## src/logic/fit_pkg.sv

```systemverilog
package fit_pkg;
  localparam int FLAG_COUNT = 4;
  localparam int IRQ_COUNT = 4;
  localparam int STAT_WIDTH = IRQ_COUNT + 1;
  localparam int STAT_TIMER_BIT = 4;
  localparam int SYNC_WIDTH = FLAG_COUNT + IRQ_COUNT + 2;

  localparam logic [7:0] OFS_FLAG_DIR = 8'h00;
  localparam logic [7:0] OFS_FLAG_OUT = 8'h04;
  localparam logic [7:0] OFS_FLAG_IN = 8'h08;
  localparam logic [7:0] OFS_IRQ_MODE = 8'h0c;
  localparam logic [7:0] OFS_IRQ_EN = 8'h10;
  localparam logic [7:0] OFS_INT_STAT = 8'h14;
  localparam logic [7:0] OFS_INT_MASK = 8'h18;
  localparam logic [7:0] OFS_STRAP = 8'h1c;

  localparam logic [FLAG_COUNT-1:0] RST_FLAG_DIR = 4'h0;
  localparam logic [FLAG_COUNT-1:0] RST_FLAG_OUT = 4'h0;
  localparam logic [IRQ_COUNT-1:0] RST_IRQ_MODE = 4'h0;
  localparam logic [IRQ_COUNT-1:0] RST_IRQ_EN = 4'h0;
  localparam logic [IRQ_COUNT-1:0] BOOT_IRQ_EN = 4'hf;
  localparam logic [STAT_WIDTH-1:0] RST_INT_MASK = 5'h00;

  typedef enum logic [1:0] {
    FIT_BOOT_WAIT,
    FIT_BOOT_ARMED,
    FIT_BOOT_DONE
  } fit_boot_t;
endpackage : fit_pkg

```

## src/logic/fit_pins.sv

```systemverilog
// Local design decisions: the register addresses and register access over APB.
module fit_pins (
  input wire logic core_clk,
  input wire logic sys_rst,
  input wire logic psel,
  input wire logic penable,
  input wire logic pwrite,
  input wire logic [7:0] paddr,
  input wire logic [31:0] pwdata,
  output logic [31:0] prdata,
  output logic pready,
  output logic pslverr,
  input wire logic [fit_pkg::FLAG_COUNT-1:0] programFlagPinsIn,
  output logic [fit_pkg::FLAG_COUNT-1:0] programFlagPinsOut,
  output logic [fit_pkg::FLAG_COUNT-1:0] programFlagPinsOe,
  output logic [fit_pkg::FLAG_COUNT-1:0] flagCond,
  input wire logic [fit_pkg::IRQ_COUNT-1:0] externalInterruptRequestPins,
  input wire logic [fit_pkg::IRQ_COUNT-1:0] coreIrqAck,
  output logic [fit_pkg::IRQ_COUNT-1:0] coreIrqReq,
  input wire logic irqBootStrapPin,
  input wire logic vectorsReady,
  input wire logic timerZeroExpire,
  input wire logic timerZeroExpiredIn,
  output logic timerZeroExpiredOut,
  output logic timerZeroExpiredOe,
  output logic timerStrapLevel,
  output logic irqOut
);
  import fit_pkg::*;

  logic [SYNC_WIDTH-1:0] syncIn;
  logic [SYNC_WIDTH-1:0] syncOut;
  logic [FLAG_COUNT-1:0] flagLvl;
  logic [IRQ_COUNT-1:0] irqLvl;
  logic timerPinLvl;
  logic bootPinLvl;
  logic [FLAG_COUNT-1:0] flagDir;
  logic [FLAG_COUNT-1:0] flagValue;
  logic [IRQ_COUNT-1:0] irqMode;
  logic [IRQ_COUNT-1:0] irqEnable;
  logic [IRQ_COUNT-1:0] irqPrev;
  logic [IRQ_COUNT-1:0] irqPending;
  logic [IRQ_COUNT-1:0] irqRise;
  logic [IRQ_COUNT-1:0] irqEvent;
  logic [STAT_WIDTH-1:0] intStatus;
  logic [STAT_WIDTH-1:0] intMask;
  logic [STAT_WIDTH-1:0] statReported;
  logic irqBootStrap;
  fit_boot_t bootState;
  logic wrEn;
  logic rdEn;
  logic [31:0] next_prdata;
  logic next_pslverr;
  logic [STAT_WIDTH-1:0] next_reported;

  function automatic logic isMapped(input logic [7:0] addr);
    case (addr)
      OFS_FLAG_DIR, OFS_FLAG_OUT, OFS_FLAG_IN, OFS_IRQ_MODE,
      OFS_IRQ_EN, OFS_INT_STAT, OFS_INT_MASK, OFS_STRAP: begin
        return 1'b1;
      end
      default: begin
        return 1'b0;
      end
    endcase
  endfunction : isMapped

  function automatic logic regWrite(input logic en, input logic [7:0] addr,
                                    input logic [7:0] ofs);
    return en && (addr == ofs);
  endfunction : regWrite

  assign syncIn = {irqBootStrapPin, timerZeroExpiredIn,
                   externalInterruptRequestPins, programFlagPinsIn};

  fit_sync #(
    .WIDTH(SYNC_WIDTH)
  ) u_sync (
    .core_clk(core_clk),
    .asyncIn(syncIn),
    .syncOut(syncOut)
  );

  assign flagLvl = syncOut[FLAG_COUNT-1:0];
  assign irqLvl = syncOut[FLAG_COUNT+IRQ_COUNT-1:FLAG_COUNT];
  assign timerPinLvl = syncOut[SYNC_WIDTH-2];
  assign bootPinLvl = syncOut[SYNC_WIDTH-1];

  // APB: one wait state, access completes when pready is high
  assign wrEn = psel && penable && pready && pwrite;
  assign rdEn = psel && penable && pready && !pwrite;

  always_ff @(posedge core_clk) begin
    if (sys_rst) begin
      pready <= 1'b0;
    end else begin
      pready <= psel && penable && !pready;
    end
  end

  always_comb begin
    next_prdata = 32'h0000_0000;
    next_pslverr = !isMapped(paddr);
    next_reported = '0;
    case (paddr)
      OFS_FLAG_DIR: begin
        next_prdata[FLAG_COUNT-1:0] = flagDir;
      end
      OFS_FLAG_OUT: begin
        next_prdata[FLAG_COUNT-1:0] = flagValue;
      end
      OFS_FLAG_IN: begin
        next_prdata[FLAG_COUNT-1:0] = flagCond;
      end
      OFS_IRQ_MODE: begin
        next_prdata[IRQ_COUNT-1:0] = irqMode;
      end
      OFS_IRQ_EN: begin
        next_prdata[IRQ_COUNT-1:0] = irqEnable;
      end
      OFS_INT_STAT: begin
        next_prdata[STAT_WIDTH-1:0] = intStatus;
        next_reported = intStatus;
      end
      OFS_INT_MASK: begin
        next_prdata[STAT_WIDTH-1:0] = intMask;
      end
      OFS_STRAP: begin
        next_prdata[1:0] = {irqBootStrap, timerStrapLevel};
      end
      default: begin
        next_prdata = 32'h0000_0000;
      end
    endcase
  end

  always_ff @(posedge core_clk) begin
    if (sys_rst) begin
      prdata <= 32'h0000_0000;
      pslverr <= 1'b0;
      statReported <= '0;
    end else if (psel && penable && !pready) begin
      prdata <= pwrite ? 32'h0000_0000 : next_prdata;
      pslverr <= next_pslverr;
      statReported <= pwrite ? '0 : next_reported;
    end else if (!psel) begin
      prdata <= 32'h0000_0000;
      pslverr <= 1'b0;
      statReported <= '0;
    end
  end

  // Flag direction and drive
  always_ff @(posedge core_clk) begin
    if (sys_rst) begin
      flagDir <= RST_FLAG_DIR;
      flagValue <= RST_FLAG_OUT;
    end else begin
      if (regWrite(wrEn, paddr, OFS_FLAG_DIR)) begin
        flagDir <= pwdata[FLAG_COUNT-1:0];
      end
      if (regWrite(wrEn, paddr, OFS_FLAG_OUT)) begin
        flagValue <= pwdata[FLAG_COUNT-1:0];
      end
    end
  end

  assign programFlagPinsOut = flagValue;
  assign programFlagPinsOe = flagDir;

  always_ff @(posedge core_clk) begin
    if (sys_rst) begin
      flagCond <= '0;
    end else begin
      flagCond <= flagLvl;
    end
  end

  // Strap capture while reset is held
  always_ff @(posedge core_clk) begin
    if (sys_rst) begin
      timerStrapLevel <= timerPinLvl;
      irqBootStrap <= bootPinLvl;
    end
  end

  // Boot-time enable of request inputs
  always_ff @(posedge core_clk) begin
    if (sys_rst) begin
      bootState <= FIT_BOOT_WAIT;
    end else begin
      case (bootState)
        FIT_BOOT_WAIT: begin
          bootState <= irqBootStrap ? FIT_BOOT_ARMED : FIT_BOOT_DONE;
        end
        FIT_BOOT_ARMED: begin
          if (vectorsReady) begin
            bootState <= FIT_BOOT_DONE;
          end
        end
        FIT_BOOT_DONE: begin
          bootState <= FIT_BOOT_DONE;
        end
        default: begin
          bootState <= FIT_BOOT_DONE;
        end
      endcase
    end
  end

  always_ff @(posedge core_clk) begin
    if (sys_rst) begin
      irqEnable <= RST_IRQ_EN;
      irqMode <= RST_IRQ_MODE;
    end else begin
      if (bootState == FIT_BOOT_ARMED && vectorsReady) begin
        irqEnable <= BOOT_IRQ_EN;
      end
      if (regWrite(wrEn, paddr, OFS_IRQ_EN)) begin
        irqEnable <= pwdata[IRQ_COUNT-1:0];
      end
      if (regWrite(wrEn, paddr, OFS_IRQ_MODE)) begin
        irqMode <= pwdata[IRQ_COUNT-1:0];
      end
    end
  end

  // Request detection: mode bit high selects edge
  assign irqRise = irqLvl & ~irqPrev;
  assign irqEvent = irqEnable & ((irqMode & irqRise)
                    | (~irqMode & irqLvl));

  always_ff @(posedge core_clk) begin
    if (sys_rst) begin
      irqPrev <= '0;
    end else begin
      irqPrev <= irqLvl;
    end
  end

  // Edge pending held until acknowledged; a new edge beats the ack
  always_ff @(posedge core_clk) begin
    if (sys_rst) begin
      irqPending <= '0;
    end else begin
      irqPending <= ((irqPending & ~coreIrqAck) | irqRise)
                    & irqMode & irqEnable;
    end
  end

  always_ff @(posedge core_clk) begin
    if (sys_rst) begin
      coreIrqReq <= '0;
    end else begin
      coreIrqReq <= irqEnable & ((irqMode & (irqRise |
                    (irqPending & ~coreIrqAck))) |
                    (~irqMode & irqLvl));
    end
  end

  // Timer pin: released only after reset, pulse one cycle per expiry
  always_ff @(posedge core_clk) begin
    if (sys_rst) begin
      timerZeroExpiredOut <= 1'b0;
      timerZeroExpiredOe <= 1'b0;
    end else begin
      timerZeroExpiredOut <= timerZeroExpire;
      timerZeroExpiredOe <= 1'b1;
    end
  end

  // Sticky status; reported bits cleared by the read, set wins
  always_ff @(posedge core_clk) begin
    if (sys_rst) begin
      intStatus <= '0;
      intMask <= RST_INT_MASK;
    end else begin
      intStatus <= (intStatus & ~(rdEn && paddr == OFS_INT_STAT ?
                    statReported : '0)) | {timerZeroExpire, irqEvent};
      if (regWrite(wrEn, paddr, OFS_INT_MASK)) begin
        intMask <= pwdata[STAT_WIDTH-1:0];
      end
    end
  end

  always_ff @(posedge core_clk) begin
    if (sys_rst) begin
      irqOut <= 1'b0;
    end else begin
      irqOut <= |(intStatus & intMask);
    end
  end

  chk_flag_reset: assert property (
    @(posedge core_clk) sys_rst |=> programFlagPinsOe == '0)
    else $error("flag pins not inputs after reset");

  chk_flag_dir_write: assert property (
    @(posedge core_clk) disable iff (sys_rst)
    regWrite(wrEn, paddr, OFS_FLAG_DIR)
    |=> programFlagPinsOe == $past(pwdata[FLAG_COUNT-1:0]))
    else $error("flag direction not taken from write");

  chk_flag_cond_lag: assert property (
    @(posedge core_clk) disable iff (sys_rst)
    !$past(sys_rst, 3) |-> flagCond == $past(programFlagPinsIn, 3))
    else $error("flag condition not three cycles behind pin");

  chk_sync_depth: assert property (
    @(posedge core_clk) disable iff (sys_rst)
    !$past(irqMode[1]) && $past(irqEnable[1])
    && !$past(sys_rst, 4)
    |-> coreIrqReq[1] == $past(externalInterruptRequestPins[1], 3))
    else $error("level request not through two sync stages");

  chk_irq_disabled: assert property (
    @(posedge core_clk) disable iff (sys_rst)
    $past(irqEnable) == '0 |-> coreIrqReq == '0)
    else $error("core request while inputs disabled");

  chk_boot_off: assert property (
    @(posedge core_clk)
    $fell(sys_rst) && !irqBootStrap |-> (irqEnable == '0) [*2])
    else $error("requests enabled without boot strap");

  chk_edge_hold: assert property (
    @(posedge core_clk) disable iff (sys_rst)
    coreIrqReq[0] && irqMode[0] && irqEnable[0] && !coreIrqAck[0]
    && $past(irqMode[0]) && $past(irqEnable[0]) |=> coreIrqReq[0])
    else $error("edge request dropped before ack");

  chk_timer_pulse: assert property (
    @(posedge core_clk) disable iff (sys_rst)
    timerZeroExpire |=> timerZeroExpiredOut)
    else $error("no pulse after timer expiry");

  chk_timer_width: assert property (
    @(posedge core_clk) disable iff (sys_rst)
    timerZeroExpire ##1 !timerZeroExpire |=> !timerZeroExpiredOut)
    else $error("timer pulse longer than one cycle");

  chk_strap_float: assert property (
    @(posedge core_clk) sys_rst |=> !timerZeroExpiredOe)
    else $error("timer pin driven during reset");

  cov_edge_request: cover property (
    @(posedge core_clk) disable iff (sys_rst)
    irqMode[0] && irqEnable[0] && coreIrqReq[0] ##1 coreIrqAck[0]);

  cov_flag_output: cover property (
    @(posedge core_clk) disable iff (sys_rst)
    $rose(programFlagPinsOe[0]));

  cov_status_read: cover property (
    @(posedge core_clk) disable iff (sys_rst)
    rdEn && paddr == OFS_INT_STAT && irqOut);

  cov_boot_enable: cover property (
    @(posedge core_clk) disable iff (sys_rst)
    bootState == FIT_BOOT_ARMED ##1 irqEnable == BOOT_IRQ_EN);
endmodule : fit_pins

```

## src/logic/fit_sync.sv

```systemverilog
module fit_sync #(
  parameter int WIDTH = 1
) (
  input wire logic core_clk,
  input wire logic [WIDTH-1:0] asyncIn,
  output logic [WIDTH-1:0] syncOut
);
  logic [WIDTH-1:0] stageOne;

  // No reset, so straps are visible while reset is held
  always_ff @(posedge core_clk) begin
    stageOne <= asyncIn;
    syncOut <= stageOne;
  end
endmodule : fit_sync

```

## config.mk

```make
export PLATFORM = sky130hd
export DESIGN_NAME = fit_pins
export DESIGN_NICKNAME = d
export VERILOG_FILES = /design/src/logic/fit_pkg.sv /design/src/logic/fit_pins.sv /design/src/logic/fit_sync.sv
export SDC_FILE = /design/constraint.sdc
export NUM_CORES = 1
export LEC_CHECK = 0
export BUFFER_PORTS_ARGS = -buffer_cell sky130_fd_sc_hd__buf_2
export CAP_MARGIN = 20
export CORE_ASPECT_RATIO = 1.4
export CORE_MARGIN = 2
export CORE_UTILIZATION = 44
export CTS_CLUSTER_SIZE = 16
export DETAILED_ROUTE_END_ITERATION = 12
export HOLD_SLACK_MARGIN = 0.06
export PLACE_DENSITY_LB_ADDON = 0.08
export SLEW_MARGIN = 20
export SYNTH_ARGS = -nofsm -noshare
export SYNTH_HDL_FRONTEND = slang
export SYNTH_SLANG_ARGS = --single-unit
```

## constraint.sdc

```tcl
create_clock -name core_clk -period 1.4 [get_ports core_clk]
set_input_delay 0.14 -clock core_clk [delete_from_list [all_inputs] [get_ports core_clk]]
set_output_delay 0.14 -clock core_clk [all_outputs]
set_load 0.005 [all_outputs]
```

==> results.ini <==
[global_route]
grt_pass1_wl_mm=11.6
overflow=0
antenna_found_initial=0
grt_pass1_vias=2360
grt_max_degree=19
grt_usage=0.207

[setup_path]
slowest_stage=or4b_2
worst_setup_path_start_kind=register
slowest_delay_ns=0.58
worst_setup_path_end_kind=register
cp.arrival_ns=1.61
path_cells=or4b_2, o21ai_0, a311oi_1, o21ai_0
crit_top_cell=o21ai_0
cp.required_ns=1.69
worstSetupPathType=register to register
worstPathMaxFanout=2

[layout]
utilization=0.583
area_growth_pct=29.4
nets=467
antenna_cells=0
most-common-layout-cells=78 x dfxtp_1, 60 x buf_2, 27 x mux2i_1, 27 x conb_1
drive_gt1_frac=0.285
layout_commonest_cell=dfxtp_1
final.fill_count=611

[synth]
synth_area_um2=3110
ys_seq_area_frac=0.529
yosysWarnings=0
async_flop_share=0
syn_inst=298
postSynthAreaPerCell_um2=10.4
synth_seq_cells=81
synth_cell_type_count=44
synth_edf_count=2
synthFlopType=dfxtp_1

[sta]
skew_ns=0.00860
drv_slew=0
setup_tns_ns=0
finalHoldViolCount=0
period_needed_ns=1.32
setup_viol=0
timing.hold.ws_ns=0.0941
rsz0062_at_grt=true
fin_crit_sh=0.944
fmax_mhz=756

[detailed_routing]
drc=0
dr.pass1.iters=4
vias=2414
first_iter_violations=103
via_per_inst=4.77
wl_mm=7.38
antenna_left=0
wl_per_cell_um=14.6

[pwr]
p_total_mw=4.33
p_leak_nw=1.88
p_per_area_nw_per_um2=1080
ir_drop_mv=0.774

[run]
max_cap_violations=0

[clocking]
cts-root-buf=clkbuf_8
cts.clk_slew.worst_paths_ns=0.08
numClockSinks=81
clock_tree.buffer_depth=2
htreeDepth=3
post_cts_buffers=0
clk_latency_ns=0.36
cts_tree=built
cts_made_buffers=9

[placement]
gp_congestion=0.863
port_buffers=60
place_hpwl_mm=5.65

[die]
rows=36
core-area_um2=6890
fp.dieH_um=103
start_util=0.451
die-area_um2=7760
die_w_um=75
io_pins=115

[status]
outcome=complete, no violations

[worst_hold_path]
hold_path.class=input pin to register

[stage by stage]
stage,setup WS [ns],cells,cell area (um2)
2_1_floorplan,-0.0958,324,3210
5_1_grt,-0.0155,506,4020
3_3_place_gp,-0.282,472,3640
4_1_cts,0.0152,506,4000
3_5_place_dp,-0.298,472,3640
6_report,0.0778,506,4020
[Yosys cell counts, types with 4 or more instances]
cell type	count	area, um2
dfxtp_1	79	1580
buf_4	27	203
mux2i_1	27	270
nand2_1	27	101
nor2_1	14	52.6
inv_1	12	45.0
nor2b_1	12	75.1
o21ai_0	12	60.1
clkbuf_1	8	30.0
a22o_1	6	52.6
a22oi_1	5	37.5
a31oi_1	5	31.3
a21boi_0	4	30.0
a21o_1	4	30.0
nand3_1	4	20.0
nand3b_1	4	30.0
o21bai_1	4	30.0
[area by class of cell]
type / instances / area [um2] / area share
sequential: 81 / 1640 / 0.409
clock inverter: 2 / 12.5 / 0.00311
clock buffer: 14 / 163 / 0.0405
multi-input combinational: 195 / 1300 / 0.324
timing repair buffer: 107 / 736 / 0.183
inverter: 12 / 45.0 / 0.0112
tap: 95 / 119 / 0.0296
[cells by family after synthesis]
group / Yosys count / synth area share
buffers and inverters: 48 / 0.0911
and+or+nand+nor: 86 / 0.159
DFF: 81 / 0.529
muxes: 30 / 0.105
other: 1 / 0.00121
AOI/OAI and AO/OA: 52 / 0.115
[state kept, by name (all words and copies together) (netlist names), 2 cells and up]
register and flops:
irqEnable 4, statReported 5, u_sync.stageOne 10, flagCond 4
irqPending 4, intStatus 5, coreIrqReq 4, programFlagPinsOut 4
intMask 5, programFlagPinsOe 4, prdata 5, irqMode 4
irqPrev 4, bootState 2, u_sync.syncOut 10
[report_power, final]
part | total (mW) | switching [mW] | internal [mW] | leakage (nW)
combinational | 0.363 | 0.178 | 0.185 | 1.13
clock | 1.55 | 0.808 | 0.741 | 0.0867
sequential | 2.42 | 0.0348 | 2.38 | 0.668
total | 4.33 | 1.02 | 3.31 | 1.88
[final timing paths]
path / start / end / slack [ns] / cells after the start
max: programFlagPinsOe[1] / prdata[1] / 0.08 / 4
min: psel / pslverr / 0.09 / 3
max reg2reg: programFlagPinsOe[1] / prdata[1] / 0.08 / 4
min reg2reg: u_sync.stageOne[5] / u_sync.syncOut[5] / 0.33 / 0
[repair_timing]
item / 4_1_cts / 5_1_grt
endpoints found under the setup margin: 4 / 18
endpoints found under the hold margin: 18 / 0
resized for setup: 1 / 6
hold buffers: 18 / 0
pin swaps: 0 / 2
[layer usage]
metal	wire (um)	global-route usage	part of all wire
met5	0	0	0
met4	193	0.0962	0.026
met3	327	0.0630	0.044
met2	3720	0.345	0.50
met1	3140	0.241	0.43
[critical path: cells and delay by family (launching register included)]
family	cells	cell delay (ns)
flops	1	0.33
simple gates	1	0.58
compound gates	3	0.36
Note: power is estimated with default switching activity, not from simulation.
